`src/sdc_defs.svh`:
```
// sdc_defs.svh: timing counts and ratio figures for the stereo dac clock and power control
`ifndef SDC_DEFS_SVH
`define SDC_DEFS_SVH
// system clock rate in mhz (40 ns period)
`define SDC_CLK_MHZ 25
// fast power-up time in microseconds
`define SDC_FAST_PWRUP_US 50
// fast power-up time in clock cycles
`define SDC_FAST_PWRUP_CYC (`SDC_FAST_PWRUP_US * `SDC_CLK_MHZ)
// soft power-up clamp time in frame periods
`define SDC_CLAMP_FRAMES 1000
// soft power-up ramp time in frame periods
`define SDC_RAMP_FRAMES 10000
// bit clock edges in one frame phase that prove an external bit clock
`define SDC_EXT_EDGES 16
// silent frame periods that drop back to the internal bit clock
`define SDC_MISS_FRAMES 2
// internal master clock counts per frame for each valid ratio
`define SDC_R128 11'h080
`define SDC_R192 11'h0C0
`define SDC_R256 11'h100
`define SDC_R384 11'h180
`define SDC_R512 11'h200
// saturation limit of the master clock counter
`define SDC_MCNT_MAX 11'h7FF
`endif

```
`src/sdc_pkg.sv`:
```
// sdc_pkg.sv: types shared by the stereo dac clock and power control
`default_nettype none
package sdc_pkg;
    // master to frame ratio after optional halving
    typedef enum logic [2:0] {
        SDC_R_BAD = 3'b000,
        SDC_R_128 = 3'b001,
        SDC_R_192 = 3'b010,
        SDC_R_256 = 3'b011,
        SDC_R_384 = 3'b100,
        SDC_R_512 = 3'b101
    } sdc_ratio_type;
    // power sequencing states
    typedef enum logic [2:0] {
        SDC_P_OFF = 3'b000,
        SDC_P_FAST = 3'b001,
        SDC_P_CLAMP = 3'b010,
        SDC_P_RAMP = 3'b011,
        SDC_P_RUN = 3'b100
    } sdc_pwr_type;
endpackage : sdc_pkg
`default_nettype wire

```
`src/sdc_ctrl.sv`:
```
// sdc_ctrl.sv: speed detection, bit clock selection, format, de-emphasis, power and mute control
// Overview of operation
// - speed mode follows master to frame ratio
// - single speed ratios 256 to 1024
// - double speed ratios 128 to 384
// - two silent frames select internal bit clock
// - internal bit clock 32, 48, 64 per frame
// - internal bit clock behaves like external
// - sixteen edges per phase select external
// - external falls back after two silent frames
// - three format bits pick data format
// - de-emphasis only in single speed
// - reset holds defaults, quiescent low, low power
// - fast power-up takes about 50 us
// - soft power-up clamps, ramps, then plays
// - power-down stops audio, connects current sink
// - mute high in init, reset, mute, bad ratio
// - control port asynchronous, pins static when idle
// - halve bit divides master clock by two
// - select pin falling edge selects spi mode
`timescale 1ns/100ps
`default_nettype none
`include "sdc_defs.svh"
module sdc_ctrl
    import sdc_pkg::*;
#(
    parameter int CLAMP_FRAMES = `SDC_CLAMP_FRAMES,
    parameter int RAMP_FRAMES = `SDC_RAMP_FRAMES,
    parameter int FAST_CYC = `SDC_FAST_PWRUP_CYC
) (
    input wire logic clk,
    input wire logic rst_n,
    input wire logic master_clock,
    input wire logic frame_clock,
    input wire logic bit_clock_in,
    input wire logic serial_audio_data,
    input wire logic master_clock_halve,
    input wire logic format_sel_0,
    input wire logic format_sel_1,
    input wire logic format_sel_2,
    input wire logic [1:0] deemph_sel,
    input wire logic power_down_bit,
    input wire logic soft_powerup,
    input wire logic mute_req,
    input wire logic addr_or_select_pin,
    output logic speed_double,
    output logic ratio_valid,
    output logic ext_bit_clock_mode,
    output logic bit_clock_out,
    output logic [6:0] bits_per_frame,
    output logic [2:0] format_out,
    output logic data_out,
    output logic [1:0] deemph_filter,
    output logic quiescent_reference,
    output logic output_clamp,
    output logic output_ramp,
    output logic audio_run,
    output logic current_sink,
    output logic mute_control_out,
    output logic spi_mode
);
    // half period of the internal bit clock in internal master clock counts
    function automatic logic [3:0] half_per(input sdc_ratio_type r, input logic [6:0] bpf);
        logic [3:0] h;
        h = 4'h1;
        unique case (r)
            SDC_R_128: h = (bpf == 7'h20) ? 4'h2 : 4'h1;
            SDC_R_192: h = 4'h2;
            SDC_R_256: h = (bpf == 7'h20) ? 4'h4 : 4'h2;
            SDC_R_384: h = 4'h4;
            SDC_R_512: h = (bpf == 7'h20) ? 4'h8 : 4'h4;
            SDC_R_BAD: h = 4'h1;
        endcase
        return h;
    endfunction : half_per
    // input history for edge detection
    logic mclk_d_ff, fclk_d_ff, bclk_d_ff, sel_d_ff;
    logic mclk_rise, fclk_rise, fclk_edge, bclk_rise;
    assign mclk_rise = master_clock & ~mclk_d_ff;
    assign fclk_rise = frame_clock & ~fclk_d_ff;
    assign fclk_edge = frame_clock ^ fclk_d_ff;
    assign bclk_rise = bit_clock_in & ~bclk_d_ff;
    // ratio measurement state
    logic halve_ph_ff, nxt_halve_ph;       // divide-by-two phase
    logic [10:0] mcnt_ff, nxt_mcnt;        // internal master edges this frame
    sdc_ratio_type ratio_ff, nxt_ratio;    // last measured ratio
    logic mtick;                           // one internal master clock edge
    // master clock halving and ratio classification
    always_comb begin
        nxt_halve_ph = halve_ph_ff;
        mtick = 1'b0;
        if (mclk_rise) begin
            if (master_clock_halve) begin
                nxt_halve_ph = ~halve_ph_ff;
                mtick = halve_ph_ff;
            end else begin
                mtick = 1'b1;
            end
        end
        nxt_mcnt = mcnt_ff;
        nxt_ratio = ratio_ff;
        if (fclk_rise) begin
            // classify the count gathered over the finished frame
            unique case (mcnt_ff)
                `SDC_R128: nxt_ratio = SDC_R_128;
                `SDC_R192: nxt_ratio = SDC_R_192;
                `SDC_R256: nxt_ratio = SDC_R_256;
                `SDC_R384: nxt_ratio = SDC_R_384;
                `SDC_R512: nxt_ratio = SDC_R_512;
                default: nxt_ratio = SDC_R_BAD;
            endcase
            nxt_mcnt = {10'h000, mtick};
        end else if (mtick && mcnt_ff != `SDC_MCNT_MAX) begin
            nxt_mcnt = mcnt_ff + 11'h001;
        end
    end
    // registers for edge history and ratio measurement
    always_ff @(posedge clk) begin
        if (!rst_n) begin
            mclk_d_ff <= 1'b0;
            fclk_d_ff <= 1'b0;
            bclk_d_ff <= 1'b0;
            halve_ph_ff <= 1'b0;
            mcnt_ff <= 11'h000;
            ratio_ff <= SDC_R_BAD;
        end else begin
            mclk_d_ff <= master_clock;
            fclk_d_ff <= frame_clock;
            bclk_d_ff <= bit_clock_in;
            halve_ph_ff <= nxt_halve_ph;
            mcnt_ff <= nxt_mcnt;
            ratio_ff <= nxt_ratio;
        end
    end
    // bit clock mode detection state
    logic [4:0] ecnt_ff, nxt_ecnt;   // bit clock edges in this phase
    logic seen_ff, nxt_seen;         // any bit clock edge this frame period
    logic [1:0] miss_ff, nxt_miss;   // consecutive silent frame periods
    logic ext_ff, nxt_ext;           // external bit clock mode
    // count edges per phase and silent frame periods
    always_comb begin
        nxt_ecnt = ecnt_ff;
        nxt_seen = seen_ff | bclk_rise;
        nxt_miss = miss_ff;
        nxt_ext = ext_ff;
        if (fclk_edge) begin
            nxt_ecnt = {4'h0, bclk_rise};  // restart each phase
        end else if (bclk_rise && ecnt_ff != 5'h1F) begin
            nxt_ecnt = ecnt_ff + 5'h01;
        end
        if (nxt_ecnt == 5'(`SDC_EXT_EDGES)) begin
            nxt_ext = 1'b1;
        end
        if (fclk_rise) begin
            nxt_seen = bclk_rise;
            if (seen_ff) begin
                nxt_miss = 2'h0;
            end else if (miss_ff != 2'(`SDC_MISS_FRAMES)) begin
                nxt_miss = miss_ff + 2'h1;
            end
            if (!seen_ff && miss_ff == 2'(`SDC_MISS_FRAMES - 1)) begin
                nxt_ext = 1'b0;
            end
        end
    end
    // registers for bit clock mode detection
    always_ff @(posedge clk) begin
        if (!rst_n) begin
            ecnt_ff <= 5'h00;
            seen_ff <= 1'b0;
            miss_ff <= 2'h0;
            ext_ff <= 1'b0;
        end else begin
            ecnt_ff <= nxt_ecnt;
            seen_ff <= nxt_seen;
            miss_ff <= nxt_miss;
            ext_ff <= nxt_ext;
        end
    end
    // internal bit clock generation state
    logic [2:0] fmt;                 // selected interface format
    logic [6:0] bpf;                 // bit clocks per frame
    logic [3:0] div_ff, nxt_div;     // master counts in this half period
    logic ibclk_ff, nxt_ibclk;       // internal bit clock level
    assign fmt = {format_sel_2, format_sel_1, format_sel_0};
    // derive the internal bit clock, realigned on each frame edge
    always_comb begin
        bpf = (ratio_ff == SDC_R_192 || ratio_ff == SDC_R_384) ? 7'h30 : (fmt == 3'h1) ? 7'h20 : 7'h40;
        nxt_div = div_ff;
        nxt_ibclk = ibclk_ff;
        if (fclk_edge) begin
            nxt_div = 4'h0;                 // lock to the frame clock
            nxt_ibclk = 1'b0;
        end else if (mtick) begin
            if (div_ff + 4'h1 >= half_per(ratio_ff, bpf)) begin
                nxt_div = 4'h0;
                nxt_ibclk = ~ibclk_ff;
            end else begin
                nxt_div = div_ff + 4'h1;
            end
        end
    end
    // registers for the internal bit clock
    always_ff @(posedge clk) begin
        if (!rst_n) begin
            div_ff <= 4'h0;
            ibclk_ff <= 1'b0;
        end else begin
            div_ff <= nxt_div;
            ibclk_ff <= nxt_ibclk;
        end
    end
    // power sequencing state
    sdc_pwr_type pwr_ff, nxt_pwr;
    logic [13:0] pcnt_ff, nxt_pcnt;  // cycles or frames spent in this state
    // power-up and power-down sequence
    always_comb begin
        nxt_pwr = pwr_ff;
        nxt_pcnt = pcnt_ff;
        unique case (pwr_ff)
            SDC_P_OFF: begin
                nxt_pcnt = 14'h0000;
                if (!power_down_bit) begin
                    nxt_pwr = soft_powerup ? SDC_P_CLAMP : SDC_P_FAST;
                end
            end
            SDC_P_FAST: begin
                nxt_pcnt = pcnt_ff + 14'h0001;
                if (pcnt_ff == 14'(FAST_CYC - 1)) begin
                    nxt_pwr = SDC_P_RUN;
                end
            end
            SDC_P_CLAMP: begin
                if (fclk_rise) begin
                    nxt_pcnt = pcnt_ff + 14'h0001;
                    if (pcnt_ff == 14'(CLAMP_FRAMES - 1)) begin
                        nxt_pwr = SDC_P_RAMP;
                        nxt_pcnt = 14'h0000;
                    end
                end
            end
            SDC_P_RAMP: begin
                if (fclk_rise) begin
                    nxt_pcnt = pcnt_ff + 14'h0001;
                    if (pcnt_ff == 14'(RAMP_FRAMES - 1)) begin
                        nxt_pwr = SDC_P_RUN;
                    end
                end
            end
            SDC_P_RUN: nxt_pcnt = 14'h0000;
            default: nxt_pwr = SDC_P_OFF;
        endcase
        if (power_down_bit) begin
            nxt_pwr = SDC_P_OFF;
            nxt_pcnt = 14'h0000;
        end
    end
    // registers for power sequencing; reset holds the off state
    always_ff @(posedge clk) begin
        if (!rst_n) begin
            pwr_ff <= SDC_P_OFF;
            pcnt_ff <= 14'h0000;
        end else begin
            pwr_ff <= nxt_pwr;
            pcnt_ff <= nxt_pcnt;
        end
    end
    // control port mode state
    logic sel_ok_ff, nxt_sel_ok;     // pin history valid after reset
    logic spi_ff, nxt_spi;           // spi mode latched
    // spi selection on a falling edge of the shared pin
    always_comb begin
        nxt_sel_ok = 1'b1;
        nxt_spi = spi_ff | (sel_ok_ff & sel_d_ff & ~addr_or_select_pin);
    end
    // registers for control port mode
    always_ff @(posedge clk) begin
        if (!rst_n) begin
            sel_ok_ff <= 1'b0;
            sel_d_ff <= 1'b0;
            spi_ff <= 1'b0;
        end else begin
            sel_ok_ff <= nxt_sel_ok;
            sel_d_ff <= addr_or_select_pin;
            spi_ff <= nxt_spi;
        end
    end
    // registered outputs
    logic dbl, vld;
    logic [1:0] nxt_dem;
    assign vld = (ratio_ff != SDC_R_BAD);
    assign dbl = (ratio_ff == SDC_R_128 || ratio_ff == SDC_R_192);
    assign nxt_dem = dbl ? 2'h0 : deemph_sel;
    // output registers; reset shows muted, powered down
    always_ff @(posedge clk) begin
        if (!rst_n) begin
            speed_double <= 1'b0;
            ratio_valid <= 1'b0;
            ext_bit_clock_mode <= 1'b0;
            bit_clock_out <= 1'b0;
            bits_per_frame <= 7'h40;
            format_out <= 3'h0;
            data_out <= 1'b0;
            deemph_filter <= 2'h0;
            quiescent_reference <= 1'b0;
            output_clamp <= 1'b0;
            output_ramp <= 1'b0;
            audio_run <= 1'b0;
            current_sink <= 1'b1;
            mute_control_out <= 1'b1;
            spi_mode <= 1'b0;
        end else begin
            speed_double <= dbl;
            ratio_valid <= vld;
            ext_bit_clock_mode <= ext_ff;
            bit_clock_out <= ext_ff ? bit_clock_in : ibclk_ff;
            bits_per_frame <= bpf;
            format_out <= fmt;
            data_out <= serial_audio_data;
            deemph_filter <= nxt_dem;
            quiescent_reference <= (pwr_ff != SDC_P_OFF);
            output_clamp <= (pwr_ff == SDC_P_CLAMP);
            output_ramp <= (pwr_ff == SDC_P_RAMP);
            audio_run <= (pwr_ff == SDC_P_RUN);
            current_sink <= (pwr_ff == SDC_P_OFF);
            mute_control_out <= (pwr_ff != SDC_P_RUN) | mute_req | ~vld;
            spi_mode <= spi_ff;
        end
    end
endmodule : sdc_ctrl
`default_nettype wire

```
`config.mk`:
```
export PLATFORM = sky130hd
export DESIGN_NAME = sdc_ctrl
export DESIGN_NICKNAME = d
export VERILOG_FILES = /design/src/sdc_pkg.sv /design/src/sdc_ctrl.sv
export VERILOG_INCLUDE_DIRS = /design/src
export SDC_FILE = /design/constraint.sdc
export NUM_CORES = 1
export LEC_CHECK = 0
export BUFFER_PORTS_ARGS = -buffer_cell sky130_fd_sc_hd__buf_2
export CAP_MARGIN = 10
export CORE_ASPECT_RATIO = 1.75
export CORE_MARGIN = 4
export CORE_UTILIZATION = 58
export CTS_CLUSTER_DIAMETER = 120
export DETAILED_ROUTE_END_ITERATION = 16
export PLACE_DENSITY = 0.79
export SYNTH_ARGS = -nofsm -noshare
export SYNTH_HDL_FRONTEND = slang
export SYNTH_SLANG_ARGS = --single-unit
```
`constraint.sdc`:
```
create_clock -name clk -period 3 [get_ports clk]
set_clock_uncertainty 0.05 [all_clocks]
set_input_delay 0.3 -clock clk [delete_from_list [all_inputs] [get_ports clk]]
set_output_delay 0.3 -clock clk [all_outputs]
set_load 0.005 [all_outputs]
```
# --- Word level (Yosys, flattened, before mapping) ---
# Cells that the tools add are included.
word_totals:
  register_bits: 76
  latch_bits: 0
  mem_bits_rw: 0
  mem_bits_ro: 0
  in_bits: 16
  output_inout_bits: 24
  word_cells: 146
  n_memories: 0
op_classes:
  n_addsub: 5
  multipliers: 0
  div: 0
  order_cmp: 1
  eq_ne: 30
  n_shift: 0
  mux: 35
  bitwise: 19
  reduce_logical: 23
ops:
  columns: ["cell", "n"]
  rows:
  - ["one-hot mux 14 bit (4 select lines)", 1]
  - ["2-to-1 mux 14 bit", 3]
  - ["one-hot mux 3 bit (5 select lines)", 2]
  - ["one-hot mux 4 bit (6 select lines)", 1]
  - ["equality test 11 x 8 -> 1 bit (second input constant)", 2]
  - ["equality test 11 x 9 -> 1 bit (second input constant)", 2]
  - ["2-to-1 mux 3 bit", 6]
  - ["2-to-1 mux 4 bit", 4]
  - ["adder 14 x 1 -> 14 bit (second input constant)", 1]
  - ["equality test 14 x 10 -> 1 bit (second input constant)", 1]
  - ["equality test 14 x 11 -> 1 bit (second input constant)", 1]
  - ["equality test 14 bit (second input constant)", 1]
  - ["2-to-1 mux 7 bit", 2]
  - ["equality test 3 x 2 -> 1 bit (second input constant)", 4]
  - ["inequality test 2 bit (second input constant)", 6]
  - ["adder 11 x 1 -> 11 bit (second input constant)", 1]
  - ["equality test 11 x 10 -> 1 bit (second input constant)", 1]
  - ["inequality test 11 bit (second input constant)", 1]
  - ["2-to-1 mux 1 bit", 10]
  - ["2-to-1 mux 5 bit", 2]
  - ["OR reduction 2 bit", 5]
  - ["equality test 3 x 1 -> 1 bit (second input constant)", 3]
  - ["equality test 3 bit (second input constant)", 3]
  - ["inverter 1 bit", 9]
  - ["other kinds (23)", 41]

# --- Depth between registers and ports, before layout ---
logic_depth:
  depth_word: 10
  ltp_mapped: 10

# --- Worst setup path before layout ---
# OpenSTA, ideal clock, no wires.
synth_timing:
  path_kind: "input-to-reg"
  startpoint: "input format_sel_1"
  endpoint: "register div_ff[3]"
  setup_ps: 95
  arrival_time_ps: 2192
  slack_ps: 662
  cell_stages: 10
  path_cell_list: "nor3b_1 > nand2_1 > nand2b_1 > o22ai_1 > ha_1 > nand2b_1 > a21o_1 > a21oi_1 > o21ai_0 > a221oi_1"
synth_via:
  elab_chain_len: 10
synth_lines:
  columns: ["element", "line_no", "source"]
  rows:
  - ["start: declaration", "sdc_ctrl.sv:39", "input wire logic format_sel_1,"]
  - ["equality test 3 x 1 -> 1 bit *", "sdc_ctrl.sv:188", "bpf = (ratio_ff == SDC_R_192 || ratio_ff == SDC_R_384) ? 7'h30 : (fmt == 3'h1) ? 7'h20 : 7'h40;"]
  - ["2-to-1 mux 7 bit * (2 in series)", "sdc_ctrl.sv:188", null]
  - ["equality test 7 x 6 -> 1 bit *", "sdc_ctrl.sv:67, sdc_ctrl.sv:69, sdc_ctrl.sv:71", null]
  - ["2-to-1 mux 2 bit, or another cell as far along", "sdc_ctrl.sv:67", "SDC_R_128: h = (bpf == 7'h20) ? 4'h2 : 4'h1;"]
  - ["one-hot mux 4 bit (6 select lines) *", "sdc_ctrl.sv:66", "unique case (r)"]
  - ["2-to-1 mux 4 bit *", "sdc_ctrl.sv:194", "end else if (mtick) begin"]
  - ["2-to-1 mux 4 bit *", "sdc_ctrl.sv:191", "if (fclk_edge) begin"]
  - [">= comparator 4 bit *", "sdc_ctrl.sv:195", "if (div_ff + 4'h1 >= half_per(ratio_ff, bpf)) begin"]
  - ["2-to-1 mux 4 bit *", "sdc_ctrl.sv:195", null]
  - ["end signal: assignment", "sdc_ctrl.sv:209", "div_ff <= nxt_div;"]
  - ["end: declaration", "sdc_ctrl.sv:183", "logic [3:0] div_ff, nxt_div;"]
# Every way passes the cells marked *; elsewhere a longest branch is shown, timed or not. The select of a mux whose other input is x is not followed.
# A chain may end at the register's enable or synchronous reset.

# --- Worst setup path after layout ---
layout_timing:
  startpoint: "register ecnt_ff[0]"
  endpoint: "register ext_ff"
layout_via:
  elab_chain_len: 8
layout_lines:
  columns: ["element", "line_no", "source"]
  rows:
  - ["start: declaration", "sdc_ctrl.sv:136", "logic [4:0] ecnt_ff, nxt_ecnt;"]
  - ["start signal: assignment", "sdc_ctrl.sv:174", "ecnt_ff <= nxt_ecnt;"]
  - ["parallel branches: the longest is 2 deep, another holds adder 5 x 1 -> 5 bit", null, null]
  - ["2-to-1 mux 5 bit *", "sdc_ctrl.sv:148", "end else if (bclk_rise && ecnt_ff != 5'h1F) begin"]
  - ["2-to-1 mux 5 bit *", "sdc_ctrl.sv:146", "if (fclk_edge) begin"]
  - ["equality test 5 bit *", "sdc_ctrl.sv:151", "if (nxt_ecnt == 5'(`SDC_EXT_EDGES)) begin"]
  - ["2-to-1 mux 1 bit *", "sdc_ctrl.sv:151", null]
  - ["2-to-1 mux 1 bit", "sdc_ctrl.sv:161", "if (!seen_ff && miss_ff == 2'(`SDC_MISS_FRAMES - 1)) begin"]
  - ["2-to-1 mux 1 bit *", "sdc_ctrl.sv:154", "if (fclk_rise) begin"]
  - ["end signal: assignment", "sdc_ctrl.sv:177", "ext_ff <= nxt_ext;"]
  - ["end: declaration", "sdc_ctrl.sv:139", "logic ext_ff, nxt_ext;"]
# Mark *: on every way between the ends.

==> results.cfg <==
[synth]
seq_area_frac_synth_pct = 42.35
ys_warn_count = 0
synth_compound_area_share_pct = 10.99
async_flop_share_pct = 0
synth_enable_flop_cells = 0
synth_top_area_share_pct = 42.35
synth_ff_type = dfxtp_1
synthSimpleGateAreaFrac_pct = 26.84
syn-cell-area_sq_um = 3403
synth_xor_area_share_pct = 7.978
syn_area_per_cell_sq_um = 8.594
synth_mux_area_share_pct = 1.507
synth_common_cells = dfxtp_1 (72), nor2_1 (53), nand2_1 (36)
synth_top_family_by_area = simple AND/OR/NAND/NOR gates
synthAdderAreaFrac_pct = 5.147
syn-instance-count = 396
synth_top_cell_by_area = dfxtp_1
ys_seq_elements = 72
yosysMostFrequentCell = dfxtp_1
synthDistinctLibCells = 55
synth_area_leaders = dfxtp_1 (42%), nor2_1 (5.8%), ha_1 (5.1%), xnor2_1 (4.9%), nand2_1 (4.0%)

[cts]
cts_hold_buf = 0
cts_tree = built
cts_buffers = 9
post_cts_resized = 0
post_cts_buffers = 0
clkSinkCount = 72
cts_root_buf = clkbuf_8
h-tree-depth = 3
cts_buffer_depth = 2
clk_pin_slew_ns = 0.07
clk_latency_ns = 0.35

[sta]
finalMaxSlewViolations = 0
max_freq_mhz = 414.4
worstMarginPinSlew_ns = 0.8600
grt_setup_unrepaired = no
setup_slack_ns = 0.5868
slew_headroom_pct = 42.28
setup_viol = 0
setup_tns_ns = 0
hold_ws_ns = 0.08925
period_share_pct = 80.44
min_period_ns = 2.413
hold_viol = 0

[global_routing]
antenna_found_initial = 0
grt_max_degree = 20
grt_pass1_vias = 2717
grt_pass1_wl_mm = 12.18
grt_usage_pct = 22.20
grt.overflow.total = 0

[cells_and_area]
drive_gt1_share_pct = 14.09
areaGrowthSynthToFinish_pct = 10.92
diodes = 0
finalNetCount = 458
fin_cells = 509

[placed_design]
dp_hpwl_mm = 5.376
gp_congestion = 0.8411
placed_cells = 493
dp_slack_ns = 0.4773
io_buffers = 35

[power_and_ir_drop]
p_leak_nw = 1.433
peakVddDrop_v = 0.0002710
power.density_nw_per_um2 = 470.2

[drt]
vias_per_cell = 5.519
ant_nets = 0
drt_iter0_markers = 121
wl_per_cell_um = 14.12
drt_wl_total_mm = 7.186
route.vias.total = 2809
drc = 0
dr.pass1.iters = 4

[worst_setup_path]
critical_path_class = reg -> reg
cp_max_fo = 9
worstPathArrival_ns = 2.62
critPathCaptureType = register
r2r_cells = 8
startpoint = ecnt_ff[0]
timing.rr.start = ecnt_ff[0]
required_ns = 3.21
start_kind = register

[die]
ios = 40
dieHeight_um = 109.3
initial_utilization_pct = 60.44
die_w_um = 65.91
dieArea_sq_um = 7205
design.core.area_sq_um = 5630
rows = 36

[hold_path]
hp-start = mute_req
whs_path_depth = 3
hold_class = in -> reg

[run_status]
outcome = complete, no violations

[run]
maxCapViolations = 0
==> routing by layer <==
layer	up-vias	global-route usage [%]	wire length, um
met1	1324	22.16	2772
li1	1420	-	-
met3	14	5.521	226
met4	0	10.24	157
met2	51	41.78	4030
met5	-	0	0
==> power by group <==
part	total [W]	internal (W)	switching, W	leakage (nW)
logic	0.000127	0.0000495	0.0000770	0.758
clock network	0.000656	0.000317	0.000339	0.0899
registers	0.000992	0.000977	0.0000151	0.585
==> final timing paths <==
check	slack, ns	to
worst min register to register	0.42	spi_ff
worst min-delay path	0.09	mute_control_out
worst max-delay path	0.59	ext_ff
worst max register to register	0.59	ext_ff
==> metrics by stage <==
step	cell area (sq um)	total power, W	util, %
2_1_floorplan	3415	0.001098	-
3_3_place_gp	3610	0.001134	64.11
3_5_place_dp	3610	0.001140	64.11
4_1_cts	3775	0.001793	67.04
5_1_grt	3775	0.001846	67.04
6_report	3775	0.001775	67.04
==> state kept, by name, indices dropped and copies added, names as in the netlist, 2 cells and up <==
name / count
miss_ff: 2
pcnt_ff: 14
ecnt_ff: 5
format_out: 3
deemph_filter: 2
mcnt_ff: 11
ratio_ff: 3
div_ff: 4
pwr_ff: 3
bits_per_frame: 3
==> cell families (layout without fill, tap and decap cells) <==
group,after synthesis,after routing
and+or+nand+nor,178,178
other,1,4
muxes,5,5
AOI/OAI and AO/OA,55,55
xor gates and xnor gates,31,31
adders and majority gates,14,14
buffers and inverters,40,74
DFF,72,72
==> cell usage in the layout, fill, tap and decap left out, types with 4 or more instances in the layout <==
| master | instances |
|---|---|
| and2_1 | 10 |
| clkbuf_8 | 10 |
| ha_1 | 14 |
| xnor2_1 | 19 |
| clkinv_2 | 4 |
| dfxtp_1 | 72 |
| mux2i_1 | 4 |
| a21oi_1 | 13 |
| nor4_1 | 5 |
| nor3_1 | 14 |
| conb_1 | 4 |
| nand3_1 | 12 |
| and3_1 | 6 |
| xor2_1 | 12 |
| nand2b_1 | 12 |
| o21ai_0 | 12 |
| buf_2 | 35 |
| nand4_1 | 7 |
| inv_1 | 19 |
| nor2_1 | 53 |
| nand2_1 | 36 |
==> worst max-delay path: stages (launching register included) <==
cell      delay [ns]
dfxtp_1         0.36
ha_1            0.25
and3_1          0.20
ha_1            0.22
nor3b_2         0.50
mux2_2          0.27
a22o_1          0.16
a41oi_1         0.10
a311oi_1        0.21
==> layout make-up <==
type | instances | area (sq um)
clock buffers | 12 | 145.1
clock inverters | 4 | 20.02
fillers | 487 | 1856
inverters | 20 | 75.07
multi-input cells | 287 | 1800
flip-flops and latches | 72 | 1441
well taps | 76 | 95.09
repair buffers | 38 | 197.7
Note: power is estimated with default switching activity, not from simulation.
